==> src/logic/solenoid_regs_pkg.sv <==
// Package: register map, field layout, timing and carrier types of the register bank
package solenoid_regs_pkg;

    // ------------------------------------------------------------
    // Register map and serial frame layout
    // ------------------------------------------------------------
    localparam logic [3:0] STATUS_ADDR = 4'h0;
    localparam logic [3:0] CFG_FIRST_ADDR = 4'h1;
    localparam logic [3:0] CFG_LAST_ADDR = 4'h8;
    localparam int NUM_CH = 8;
    localparam int CMD_BITS = 8;
    localparam int DATA_BITS = 32;
    localparam logic [5:0] CMD_DONE_CNT = 6'h08;
    localparam logic [5:0] FRAME_BITS = 6'h28;
    localparam int CMD_WRITE_POS = 7;

    // ------------------------------------------------------------
    // Status register fields
    // ------------------------------------------------------------
    localparam int ON_LSB = 24;
    localparam int PAIR23_LSB = 10;
    localparam int PAIR01_LSB = 8;
    localparam int THERMAL_POS = 7;
    localparam int OVERCURRENT_POS = 6;
    localparam int OPEN_LOAD_POS = 5;
    localparam int EXCITE_MISS_POS = 4;
    localparam int PLUNGER_POS = 3;
    localparam int COMM_ERR_POS = 2;
    localparam int UNDERVOLT_POS = 1;
    localparam int ACTIVE_POS = 0;
    localparam logic UNDERVOLT_RESET = 1'b1;
    localparam logic [31:0] CFG_RESET = 32'h0000_0000;

    // ------------------------------------------------------------
    // Pair modes, bridge states, excitation coding
    // ------------------------------------------------------------
    localparam logic [1:0] MODE_INDEP = 2'h0;
    localparam logic [1:0] MODE_PARALLEL = 2'h1;
    localparam logic [1:0] MODE_HBRIDGE = 2'h2;
    localparam logic [1:0] BRIDGE_HIZ = 2'h0;
    localparam logic [7:0] HIT_NONE = 8'h00;
    localparam logic [7:0] HIT_CONTINUOUS = 8'hFF;
    localparam int HIT_PERIODS_PER_LSB = 40;

    // ------------------------------------------------------------
    // Timing: main oscillator derived from the system clock
    // ------------------------------------------------------------
    localparam int CLK_FREQ_HZ = 125_000_000;
    localparam int MAIN_OSC_FREQ_HZ = 100_000;
    localparam int OSC_DIV_CYCLES = CLK_FREQ_HZ / MAIN_OSC_FREQ_HZ;

    // ------------------------------------------------------------
    // Carrier types
    // ------------------------------------------------------------
    typedef struct packed {
        logic scale_half_select;
        logic [6:0] hold_level;
        logic pin_or_serial_select;
        logic [6:0] hit_level;
        logic [7:0] hit_time;
        logic regulation_select;
        logic side_select;
        logic [1:0] chop_divider;
        logic slew_limit_enable;
        logic open_load_check_enable;
        logic plunger_check_enable;
        logic excite_check_enable;
    } chan_cfg_type;

    typedef struct packed {
        logic [NUM_CH-1:0] overcurrent;
        logic [NUM_CH-1:0] open_load;
        logic [NUM_CH-1:0] excite_miss;
        logic [NUM_CH-1:0] plunger;
    } chan_fault_type;

endpackage : solenoid_regs_pkg

==> src/logic/solenoid_driver_status_config_regs.sv <==
// Status/config register bank of the eight-channel solenoid driver with its serial port
`timescale 1ns/10ps
module solenoid_driver_status_config_regs #(
    parameter int HIT_CNT_W = 14
) (
    input wire logic clk_i,
    input wire logic nrst_i,
    input wire logic cs_n_i,
    input wire logic sclk_i,
    input wire logic mosi_i,
    output logic miso_o,
    input wire logic thermal_i,
    input wire logic undervolt_event_i,
    input wire solenoid_regs_pkg::chan_fault_type fault_i,
    output logic [solenoid_regs_pkg::NUM_CH-1:0] drive_on_o,
    output logic [solenoid_regs_pkg::NUM_CH-1:0] excite_o,
    output logic [solenoid_regs_pkg::NUM_CH-1:0] chop_tick_o,
    output logic [1:0] bridge01_o,
    output logic [1:0] bridge23_o,
    output solenoid_regs_pkg::chan_cfg_type [solenoid_regs_pkg::NUM_CH-1:0] drive_cfg_o
);
    import solenoid_regs_pkg::*;

    // Longest excitation is 254 x 40 chop periods; refused at elaboration
    if (HIT_CNT_W < 14 || HIT_CNT_W > 31) begin : g_bad_hit_width
        $error("HIT_CNT_W must hold 254 x 40 and stay below 32 bits");
    end

    // ------------------------------------------------------------
    // Serial port
    // ------------------------------------------------------------
    logic sclk_q;
    logic cs_n_q;
    logic rise_q;
    logic [5:0] bit_cnt_q;
    logic [CMD_BITS-1:0] cmd_q;
    logic [DATA_BITS-1:0] wdata_q;
    logic [DATA_BITS-1:0] rd_shift_q;
    logic sclk_rise;
    logic sclk_fall;
    logic frame_end;
    logic rd_load;
    logic is_write;
    logic addr_ok;
    logic wr_commit;
    logic wr_error;
    logic [3:0] addr;

    // Edge detection; pins are already synchronous to clk_i
    assign sclk_rise = sclk_i & ~sclk_q & ~cs_n_i;
    assign sclk_fall = ~sclk_i & sclk_q & ~cs_n_i;
    assign frame_end = cs_n_i & ~cs_n_q;
    assign addr = cmd_q[3:0];
    assign is_write = cmd_q[CMD_WRITE_POS];
    assign addr_ok = addr <= CFG_LAST_ADDR;
    assign rd_load = rise_q && (bit_cnt_q == CMD_DONE_CNT);
    assign wr_commit = frame_end && is_write && (bit_cnt_q == FRAME_BITS) && addr_ok;
    // A write frame of the wrong length or to no register is a fault
    assign wr_error = frame_end && is_write && (bit_cnt_q >= CMD_DONE_CNT) &&
        ((bit_cnt_q != FRAME_BITS) || !addr_ok);

    // Edge history
    always_ff @(posedge clk_i or negedge nrst_i) begin
        if (!nrst_i) begin
            sclk_q <= 1'b0;
            cs_n_q <= 1'b1;
            rise_q <= 1'b0;
        end else begin
            sclk_q <= sclk_i;
            cs_n_q <= cs_n_i;
            rise_q <= sclk_rise;
        end
    end

    // Command and write data capture, MSB first on rising SCLK
    always_ff @(posedge clk_i or negedge nrst_i) begin
        if (!nrst_i) begin
            bit_cnt_q <= 6'h00;
            cmd_q <= 8'h00;
            wdata_q <= 32'h0000_0000;
        end else if (cs_n_i) begin
            if (!frame_end) begin
                bit_cnt_q <= 6'h00;
            end
        end else if (sclk_rise) begin
            if (bit_cnt_q < CMD_DONE_CNT) begin
                cmd_q <= {cmd_q[CMD_BITS-2:0], mosi_i};
            end else begin
                wdata_q <= {wdata_q[DATA_BITS-2:0], mosi_i};
            end
            // Saturate so an overlong frame never wraps into a valid length
            if (bit_cnt_q != 6'h3F) begin
                bit_cnt_q <= bit_cnt_q + 6'h01;
            end
        end
    end

    // ------------------------------------------------------------
    // Registers
    // ------------------------------------------------------------
    chan_cfg_type [NUM_CH-1:0] cfg_q;
    logic [NUM_CH-1:0] channel_on_q;
    logic [1:0] pair01_q;
    logic [1:0] pair23_q;
    logic active_q;
    logic comm_error_q;
    logic undervoltage_q;
    logic [7:1] flags_q;
    logic [DATA_BITS-1:0] status_rd;
    logic [DATA_BITS-1:0] rd_mux;
    logic [NUM_CH-1:0] excite_miss_cdr;

    // Channel configuration registers, one per address
    always_ff @(posedge clk_i or negedge nrst_i) begin
        if (!nrst_i) begin
            cfg_q <= {NUM_CH{CFG_RESET}};
        end else if (wr_commit && addr >= CFG_FIRST_ADDR) begin
            cfg_q[3'(addr - CFG_FIRST_ADDR)] <= wdata_q;
        end
    end

    // Status control fields; mode change only with the pair switched off
    always_ff @(posedge clk_i or negedge nrst_i) begin
        if (!nrst_i) begin
            channel_on_q <= 8'h00;
            pair01_q <= MODE_INDEP;
            pair23_q <= MODE_INDEP;
            active_q <= 1'b0;
        end else if (wr_commit && addr == STATUS_ADDR) begin
            channel_on_q <= wdata_q[ON_LSB +: NUM_CH];
            active_q <= wdata_q[ACTIVE_POS];
            if (channel_on_q[1:0] == 2'b00) begin
                pair01_q <= wdata_q[PAIR01_LSB +: 2];
            end
            if (channel_on_q[3:2] == 2'b00) begin
                pair23_q <= wdata_q[PAIR23_LSB +: 2];
            end
        end
    end

    // Excitation miss only counts on current-regulated channels
    always_comb begin
        for (int i = 0; i < NUM_CH; i++) begin
            excite_miss_cdr[i] = fault_i.excite_miss[i] &
                ~cfg_q[i].regulation_select;
        end
    end

    // Chip-level flags sampled from thermal_i and the per-channel fault lines
    always_ff @(posedge clk_i or negedge nrst_i) begin
        if (!nrst_i) begin
            flags_q <= 7'h00;
        end else begin
            flags_q[THERMAL_POS] <= thermal_i;
            flags_q[OVERCURRENT_POS] <= |fault_i.overcurrent;
            flags_q[OPEN_LOAD_POS] <= |fault_i.open_load;
            flags_q[EXCITE_MISS_POS] <= |excite_miss_cdr;
            flags_q[PLUNGER_POS] <= |fault_i.plunger;
            flags_q[COMM_ERR_POS] <= 1'b0;
            flags_q[UNDERVOLT_POS] <= 1'b0;
        end
    end

    // Sticky event flags, cleared when status is read; a new event wins
    always_ff @(posedge clk_i or negedge nrst_i) begin
        if (!nrst_i) begin
            comm_error_q <= 1'b0;
            undervoltage_q <= UNDERVOLT_RESET;
        end else begin
            if (wr_error) begin
                comm_error_q <= 1'b1;
            end else if (rd_load && addr == STATUS_ADDR) begin
                comm_error_q <= 1'b0;
            end
            if (undervolt_event_i) begin
                undervoltage_q <= 1'b1;
            end else if (rd_load && addr == STATUS_ADDR) begin
                undervoltage_q <= 1'b0;
            end
        end
    end

    // Read data; unmapped addresses read as zero
    always_comb begin
        status_rd = {channel_on_q, 12'h000, pair23_q, pair01_q,
            flags_q[7:3], comm_error_q, undervoltage_q, active_q};
        rd_mux = 32'h0000_0000;
        if (addr == STATUS_ADDR) begin
            rd_mux = status_rd;
        end else if (addr_ok) begin
            rd_mux = cfg_q[3'(addr - CFG_FIRST_ADDR)];
        end
    end

    // Read shifter: loaded after the command byte, shifted on falling SCLK
    always_ff @(posedge clk_i or negedge nrst_i) begin
        if (!nrst_i) begin
            rd_shift_q <= 32'h0000_0000;
        end else if (cs_n_i) begin
            rd_shift_q <= 32'h0000_0000;
        end else if (rd_load) begin
            rd_shift_q <= rd_mux;
        end else if (sclk_fall && bit_cnt_q > CMD_DONE_CNT) begin
            rd_shift_q <= {rd_shift_q[DATA_BITS-2:0], 1'b0};
        end
    end
    assign miso_o = rd_shift_q[DATA_BITS-1];

    // ------------------------------------------------------------
    // Channel pairing and drive decode
    // ------------------------------------------------------------
    logic [NUM_CH-1:0] on_d;
    logic [NUM_CH-1:0] drive_on_q;
    logic [1:0] bridge01_q;
    logic [1:0] bridge23_q;
    chan_cfg_type [NUM_CH-1:0] cfg_d;
    chan_cfg_type [NUM_CH-1:0] drive_cfg_q;

    // Mode decode; reserved mode behaves as independent
    always_comb begin
        on_d = channel_on_q;
        cfg_d = cfg_q;
        case (pair01_q)
            MODE_PARALLEL: begin
                on_d[1] = channel_on_q[0];
                cfg_d[1] = cfg_q[0];
            end
            MODE_HBRIDGE: begin
                on_d[1:0] = {2{channel_on_q[1:0] != BRIDGE_HIZ}};
                cfg_d[1] = cfg_q[0];
            end
            default: begin
            end
        endcase
        case (pair23_q)
            MODE_PARALLEL: begin
                on_d[3] = channel_on_q[2];
                cfg_d[3] = cfg_q[2];
            end
            MODE_HBRIDGE: begin
                on_d[3:2] = {2{channel_on_q[3:2] != BRIDGE_HIZ}};
                cfg_d[3] = cfg_q[2];
            end
            default: begin
            end
        endcase
        if (!active_q) begin
            on_d = '0;
        end
    end

    // Registered drive outputs
    always_ff @(posedge clk_i or negedge nrst_i) begin
        if (!nrst_i) begin
            drive_on_q <= 8'h00;
            drive_cfg_q <= {NUM_CH{CFG_RESET}};
            bridge01_q <= BRIDGE_HIZ;
            bridge23_q <= BRIDGE_HIZ;
        end else begin
            drive_on_q <= on_d;
            drive_cfg_q <= cfg_d;
            bridge01_q <= (active_q && pair01_q == MODE_HBRIDGE) ?
                channel_on_q[1:0] : BRIDGE_HIZ;
            bridge23_q <= (active_q && pair23_q == MODE_HBRIDGE) ?
                channel_on_q[3:2] : BRIDGE_HIZ;
        end
    end
    assign drive_on_o = drive_on_q;
    assign drive_cfg_o = drive_cfg_q;
    assign bridge01_o = bridge01_q;
    assign bridge23_o = bridge23_q;

    // ------------------------------------------------------------
    // Main oscillator, chopping and excitation timing
    // ------------------------------------------------------------
    logic [10:0] osc_cnt_q;
    logic osc_tick;

    // Main oscillator tick derived by division; free running
    always_ff @(posedge clk_i or negedge nrst_i) begin
        if (!nrst_i) begin
            osc_cnt_q <= 11'h000;
        end else if (osc_tick) begin
            osc_cnt_q <= 11'h000;
        end else begin
            osc_cnt_q <= osc_cnt_q + 11'h001;
        end
    end
    assign osc_tick = osc_cnt_q == 11'(OSC_DIV_CYCLES - 1);

    logic [NUM_CH-1:0] excite_q;
    logic [NUM_CH-1:0] drive_on_prev_q;

    for (genvar ch = 0; ch < NUM_CH; ch++) begin : g_chan
        logic [1:0] chop_cnt_q;
        logic [1:0] chop_last;
        logic chop_tick;
        logic [HIT_CNT_W-1:0] hit_cnt_q;
        logic [7:0] hit_time;

        assign hit_time = drive_cfg_q[ch].hit_time;
        // Divide by 4, 3, 2, 1 for codes 0..3
        assign chop_last = 2'h3 - drive_cfg_q[ch].chop_divider;
        assign chop_tick = osc_tick && (chop_cnt_q >= chop_last);
        assign chop_tick_o[ch] = chop_tick;

        // Chopping divider; restarts cleanly if the code grows mid-count
        always_ff @(posedge clk_i or negedge nrst_i) begin
            if (!nrst_i) begin
                chop_cnt_q <= 2'h0;
            end else if (chop_tick) begin
                chop_cnt_q <= 2'h0;
            end else if (osc_tick) begin
                chop_cnt_q <= chop_cnt_q + 2'h1;
            end
        end

        // Excitation phase counted in chop periods from switch-on
        always_ff @(posedge clk_i or negedge nrst_i) begin
            if (!nrst_i) begin
                hit_cnt_q <= '0;
            end else if (!drive_on_q[ch]) begin
                hit_cnt_q <= '0;
            end else if (!drive_on_prev_q[ch]) begin
                hit_cnt_q <= HIT_CNT_W'(hit_time * HIT_PERIODS_PER_LSB);
            end else if (chop_tick && hit_cnt_q != '0) begin
                hit_cnt_q <= hit_cnt_q - 1'b1;
            end
        end

        // Continuous excitation ignores the counter; zero time never excites
        always_comb begin
            if (!drive_on_q[ch] || hit_time == HIT_NONE) begin
                excite_q[ch] = 1'b0;
            end else if (hit_time == HIT_CONTINUOUS) begin
                excite_q[ch] = 1'b1;
            end else begin
                excite_q[ch] = !drive_on_prev_q[ch] || hit_cnt_q != '0;
            end
        end
    end

    // Switch-on history for the excitation start
    always_ff @(posedge clk_i or negedge nrst_i) begin
        if (!nrst_i) begin
            drive_on_prev_q <= 8'h00;
        end else begin
            drive_on_prev_q <= drive_on_q;
        end
    end
    assign excite_o = excite_q;
endmodule : solenoid_driver_status_config_regs

==> config.mk <==
export PLATFORM = sky130hd
export DESIGN_NAME = solenoid_driver_status_config_regs
export DESIGN_NICKNAME = d
export VERILOG_FILES = /design/src/logic/solenoid_regs_pkg.sv /design/src/logic/solenoid_driver_status_config_regs.sv
export SDC_FILE = /design/constraint.sdc
export NUM_CORES = 1
export LEC_CHECK = 0
export BUFFER_PORTS_ARGS = -buffer_cell sky130_fd_sc_hd__buf_2
export CAP_MARGIN = 20
export CORE_MARGIN = 1
export CORE_UTILIZATION = 60
export DETAILED_ROUTE_END_ITERATION = 10
export PLACE_DENSITY_LB_ADDON = 0.2
export RECOVER_POWER = 25
export SLEW_MARGIN = 5
export SYNTH_ARGS = -nofsm -noshare
export SYNTH_HDL_FRONTEND = slang
export SYNTH_SLANG_ARGS = --single-unit
==> constraint.sdc <==
create_clock -name clk_i -period 4.3 [get_ports clk_i]
set_input_delay 0.86 -clock clk_i [delete_from_list [all_inputs] [get_ports clk_i]]
set_output_delay 0.86 -clock clk_i [all_outputs]
set_load 0.02 [all_outputs]
==> results of run 1 <==
[routing by layer]
layer,vias to the layer above,share of wire [%],global-route usage [%]
met1,13400,41,44.7
li1,11400,-,-
met3,265,6.6,5.69
met4,2,4.1,13.9
met5,-,0.0091,0
met2,1104,49,54.1
[worst max-delay path: stages, from the launching register on]
cell      delay [ns]
dfrtp_1         0.42
inv_1           0.08
ha_1            0.17
nor3b_1         0.68
and4_1          0.69
o211ai_1        0.16
and3_1          0.21
buf_2           0.15
[where the power goes]
part | internal, mW | switching (mW) | total, mW
logic | 0.261 | 0.713 | 0.974
clock network | 4.31 | 3.06 | 7.37
registers | 7.29 | 0.0461 | 7.34
total | 11.9 | 3.82 | 15.7
[worst paths after layout]
path | endpoint | startpoint
setup / recovery | excite_o[3] | g_chan[3].hit_cnt_q[0]
hold / removal | flags_q[7] | thermal_i
setup reg to reg | cfg_q[55] | cmd_q[0]
hold reg to reg | drive_cfg_o[194] | cfg_d[194]
max in group asynchronous | g_chan[7].hit_cnt_q[2] | nrst_i
min in group asynchronous | g_chan[6].hit_cnt_q[2] | nrst_i
[placed cells by master, fill, tap and decap left out, drive strengths merged, types with 80 or more instances in the layout]
cell    Yosys  layout
dfrtp     770     770
mux2      376     376
buf        77     368
nand2     153     153
nor2      140     140
ha        130     130
o21ai     122     122
clkbuf     99     107
nor4       82      82
inv        77      81
a21oi      80      80
mux2i      80      80
[logic make-up after synthesis]
group | after synthesis | share of synthesized area, %
compound gates | 505 | 9.47
xor+xnor | 92 | 2.26
fa+ha+maj | 138 | 5.02
buf+inv | 253 | 2.96
flops | 772 | 54.2
mux | 469 | 15.0
simple gates | 738 | 11.1
[final cells by class]
cell class              count  share of cell area, %
multi-input cells        1942                   37.6
inverters                  77                  0.708
diodes                      2                 0.0123
clock inverters            44                   1.51
well taps                 765                   2.35
clock buffers             102                   5.43
repair buffers            373                   5.07
flip-flops and latches    772                   47.4
[state kept, by name, indices dropped and copies added (netlist names), 11 cells and up]
register and flops:
wdata_q 32, g_chan.hit_cnt_q 112, cfg_q 64, drive_cfg_o 192, g_chan.chop_cnt_q 16, rd_shift_q 32, osc_cnt_q 11, cfg_d 192
g_chan.hit_time 64
[synth_stat cells, types with 9 or more instances]
| cell | count |
|---|---|
| a211o_1 | 11 |
| a211oi_1 | 40 |
| a21o_1 | 26 |
| a21oi_1 | 80 |
| a221oi_1 | 9 |
| a31oi_1 | 39 |
| a32oi_1 | 12 |
| a41oi_1 | 12 |
| and3_1 | 40 |
| buf_1 | 29 |
| buf_2 | 34 |
| buf_4 | 12 |
| clkbuf_1 | 98 |
| dfrtp_1 | 770 |
| ha_1 | 130 |
| inv_1 | 77 |
| mux2_2 | 369 |
| mux2i_1 | 80 |
| mux4_2 | 13 |
| nand2_1 | 153 |
| nand2b_1 | 25 |
| nand3_1 | 77 |
| nand3b_1 | 10 |
| nand4_1 | 31 |
| nand4b_1 | 13 |
| nor2_1 | 140 |
| nor2b_1 | 14 |
| nor3_1 | 45 |
| nor4_1 | 79 |
| o211ai_1 | 22 |
| o21ai_0 | 121 |
| o21bai_1 | 23 |
| o22ai_1 | 33 |
| o31a_1 | 13 |
| o31ai_1 | 11 |
| or3_1 | 33 |
| or4_1 | 12 |
| xnor2_1 | 57 |
| xor2_1 | 35 |
==> flow_metrics.tcl, run 1 <==
set metrics [dict create \
    slew-limit-headroom_pct -102 \
    dp_cells 3928 \
    cts.repair.resized 0 \
    dp_slack_ns 0.888 \
    regArea_mm2 0.0193 \
    drive_gt1_share_pct 28.7 \
    rsz0062_at_grt "no" \
    post_cts_buffers 0 \
    fill_cells 4063 \
    finalClockSkew_ns 0.0203 \
    syn_inst 2967 \
    ant_nets 0 \
    cts.sinks 772 \
    wl_um 99400 \
    hold_depth 1 \
    syn_to_final_growth_pct 14.5 \
    final_net_count 3422 \
    path_max_fanout 14 \
    synthTopCellsByArea "dfrtp_1 54%, mux2_2 12%, ha_1 4.6%, mux2i_1 2.2%, o21ai_0 1.7%" \
    dieArea_mm2 0.0603 \
    power_mw 15.7 \
    ios 324 \
    synth_cell_types 89 \
    crit_type "flop to primary output" \
    die_h_um 246 \
    p_per_area_mw_per_mm2 384 \
    yosysTopAreaCellShare_pct 54.1 \
    insertion_delay_ns 0.65 \
    synth_async_sr_flop_share_pct 100 \
    antenna_found_initial 4 \
    dp_hpwl_um 68200 \
    grt-ovfl-total 0 \
    gp_congestion 0.933 \
    setup_viol_count_final 0 \
    yosysTopAreaCell "dfrtp_1" \
    grt_usage_pct 33.4 \
    leakage_nw 21.1 \
    std_cell_rows 88 \
    viasPerCell 6.43 \
    final_area_mm2 0.0408 \
    ir_drop_mv 0.357 \
    h-tree-depth 3 \
    clockBufferDepth 3 \
    cts_inserted_buffers 79 \
    worstSetupStartpointType "flop" \
    io_buffer_count 323 \
    grt_pass1_wl_um 155000 \
    synth_area_mm2 0.0356 \
    whs_ns 0.364 \
    ys_ff_latch 772 \
    ctsHoldBuffers 0 \
    routedWlPerCell_um 24.4 \
    die_x_um 246 \
    reg2reg_depth 8 \
    min_path_type "primary input to flop" \
    period_minus_slack_ns 4.07 \
    fin_ws_ns 0.229 \
    max_freq_ghz 0.246 \
    ys_seq_area_share_pct 54.2 \
    multiInputGateArea_mm2 0.0153 \
    post-route-util_pct 70.2 \
    min_period_over_period_pct 94.7 \
    max_cap_viol_count 2 \
    hold_viol 0 \
    cts_tree "yes" \
    worst_setup_path_end_kind "primary output" \
    synthesis.nets 3144 \
    dr_total_vias 26200 \
    clkTransAtPathRegs_ns 0.07 \
    clockRootBuffer "clkbuf_16" \
    start_util_pct 61.3 \
    stdcell_count 4077 \
    placed_area_mm2 0.0380 \
    cp.required_ns 3.44 \
    outcome "finished with violations" \
    dr.first_iter.drc_count 2030 \
    core_mm2 0.0581 \
    cp.arrival_ns 3.21 \
    rrSetupSlack_ns 0.78 \
    report.final.slew_viol_count 132 \
    postSynth.topFlopCell "dfrtp_1" \
    drc 0 \
    worst_pin_slew_ns 3.03 \
    setup_tns_ns 0 \
    syn_area_per_cell_um2 12.0 \
    yosysWarnings 0 \
    grt_pass1_vias 26600 \
    violations "capacitance limit, slew limit" \
    synth_edf_count 0 \
    first_pass_iters 5 \
    grt_max_degree 107 \
]
Power figures use the tool's default switching activity.
==> inputs of run 2 (changes only) <==
clock period = 3.9 ns   (was 4.3 ns; I/O delays follow)
==> run 2 against run 1 <==
  * The run still ends with capacitance limit, slew limit left
  * Clock power grew 11%
  * Highest routed layer is now met4
  * Via count decreased by 0.89%
  * Clock-buffer cell count rose by 5
  * Core utilization rose by 0.19 points
  * Die area unchanged
  * Cell area is 0.27% higher
  * Cell count is 0.15% higher
  * Sequential power increased by 9.9%
==> flow_metrics.tcl, run 2 (synthesis results as in run 1) <==
set metrics [dict create \
    outcome "finished with violations" \
    violations "capacitance limit, slew limit" \
    rrSetupSlack_ns 0.47 \
    worstSetupStartpointType "flop" \
    regToRegEndpoint "cfg_d[162]" \
    crit_chain "or3_1 -> or4_4 -> nor3_1 -> o211ai_1 -> and3_1 -> buf_2" \
    report.final.slew_viol_count 125 \
    ant_nets 0 \
    routedWlPerCell_um 24.0 \
    max_freq_ghz 0.270 \
    fill_cells 4026 \
    final_area_mm2 0.0409 \
    hold_path_end "flags_q[7]" \
    min_period_over_period_pct 94.9 \
    grt_pass1_vias 26500 \
    dr.first_iter.drc_count 1997 \
    grt_max_degree 92 \
    p_per_area_mw_per_mm2 426 \
    ir_drop_mv 0.350 \
    cts_inserted_buffers 79 \
    viasPerCell 6.37 \
    dieArea_mm2 0.0603 \
    syn_to_final_growth_pct 14.8 \
    start_util_pct 61.3 \
    cp.arrival_ns 2.92 \
    core_mm2 0.0581 \
    grt_usage_pct 32.7 \
    leakage_nw 21.2 \
    layout_common_cells "769 x dfrtp_1, 369 x mux2_2, 320 x buf_2" \
    max_cap_viol_count 2 \
    setup_tns_ns 0 \
    r2r-start "cmd_q[0]" \
    worst_pin_slew_ns 2.76 \
    final_net_count 3435 \
    antenna_found_initial 2 \
    cp.required_ns 3.12 \
    grt_pass1_wl_um 152000 \
    dp_hpwl_um 67100 \
    finalClockSkew_ns 0.0293 \
    gp_congestion 0.912 \
    slowest_stage "or4_4" \
    clockBufferDepth 3 \
    fin_ws_ns 0.198 \
    first_pass_iters 5 \
    path_max_fanout 7 \
    clockRootBuffer "clkbuf_16" \
    wl_um 98000 \
    grt-ovfl-total 0 \
    cts_tree "yes" \
    die_x_um 246 \
    insertion_delay_ns 0.64 \
    post-route-util_pct 70.4 \
    cp_num_buf_inv 1 \
    die_h_um 246 \
    rsz0062_at_grt "no" \
    critPathMaxStageDelay_ns 0.50 \
    ctsHoldBuffers 0 \
    setup_viol_count_final 0 \
    power_mw 17.4 \
    hold_depth 1 \
    dp_slack_ns 0.534 \
    min_path_type "primary input to flop" \
    clkTransAtPathRegs_ns 0.06 \
    drc 0 \
    reg2reg_depth 8 \
    drive_gt1_share_pct 28.8 \
    slew-limit-headroom_pct -84.1 \
    crit_type "flop to primary output" \
    final_common_cell "dfrtp_1" \
    std_cell_rows 88 \
    hold_viol 0 \
    h-tree-depth 3 \
    placed_area_mm2 0.0381 \
    cts.sinks 772 \
    period_minus_slack_ns 3.70 \
    dr_total_vias 26000 \
    crit_family "simple AND/OR/NAND/NOR gates" \
    io_buffer_count 323 \
    holdCritStartpoint "thermal_i" \
    worst_setup_path_end_kind "primary output" \
    ios 324 \
]
[run 2: area by class of cell]
| class | count | area [um2] | share of cell area, % |
|---|---|---|---|
| Inverter | 77 | 289 | 0.707 |
| Antenna cell | 2 | 5.00 | 0.0122 |
| Clock buffer | 107 | 2280 | 5.59 |
| Clock inverter | 32 | 536 | 1.31 |
| Sequential cell | 772 | 19300 | 47.2 |
| Tap cell | 765 | 957 | 2.34 |
| Multi-Input combinational cell | 1942 | 15300 | 37.5 |
| Timing Repair Buffer | 386 | 2180 | 5.34 |
[run 2: routing by layer]
metal / wire (um) / global-route usage (%)
met5: 0 / 0
met4: 3750 / 14.2
met3: 6850 / 5.74
met2: 47600 / 53.3
met1: 39700 / 43.2
[run 2: worst register-to-register path, cell delays in order, from the launching register on]
cell	delay, ns
dfrtp_4	0.46
inv_1	0.07
ha_1	0.31
or3b_2	0.37
nor2_1	0.12
nor4b_2	0.58
nand3_2	0.68
buf_4	0.44
mux2_2	0.29
[run 2: worst max path at each step]
stage	startpoint	to	slack (ns)	depth (start not counted)
floorplan	cmd_q[0]	rd_shift_q[24]	0.95	10
CTS	g_chan[3].hit_cnt_q[1]	excite_o[3]	0.13	7
global route	g_chan[7].hit_cnt_q[8]	excite_o[7]	0.03	5
finish	g_chan[0].hit_cnt_q[8]	excite_o[0]	0.20	6
global placement	cs_n_i	cfg_d[164]	0.64	7
detailed placement	cs_n_i	cfg_d[162]	0.53	7
[run 2: repair_timing]
item,4_1_cts,5_1_grt
setup endpoints to repair,0,1
hold endpoints to repair,0,0
buffers inserted,0,0
resized for setup,0,1
[run 2: stage by stage]
step	hold slack, ns	std cells
global placement	0.378	3942
global route	0.296	4083
floorplan	0.364	2967
finish	0.296	4083
detailed placement	0.384	3942
CTS	0.210	4081
[run 2: power by group]
group          switching [mW]  total (mW)  leakage (nW)  internal [mW]
clock                    3.24        8.17          1.37           4.93
combinational           0.860        1.18          9.09          0.319
sequential             0.0313        8.07          10.7           8.04
total                    4.13        17.4          21.2           13.3
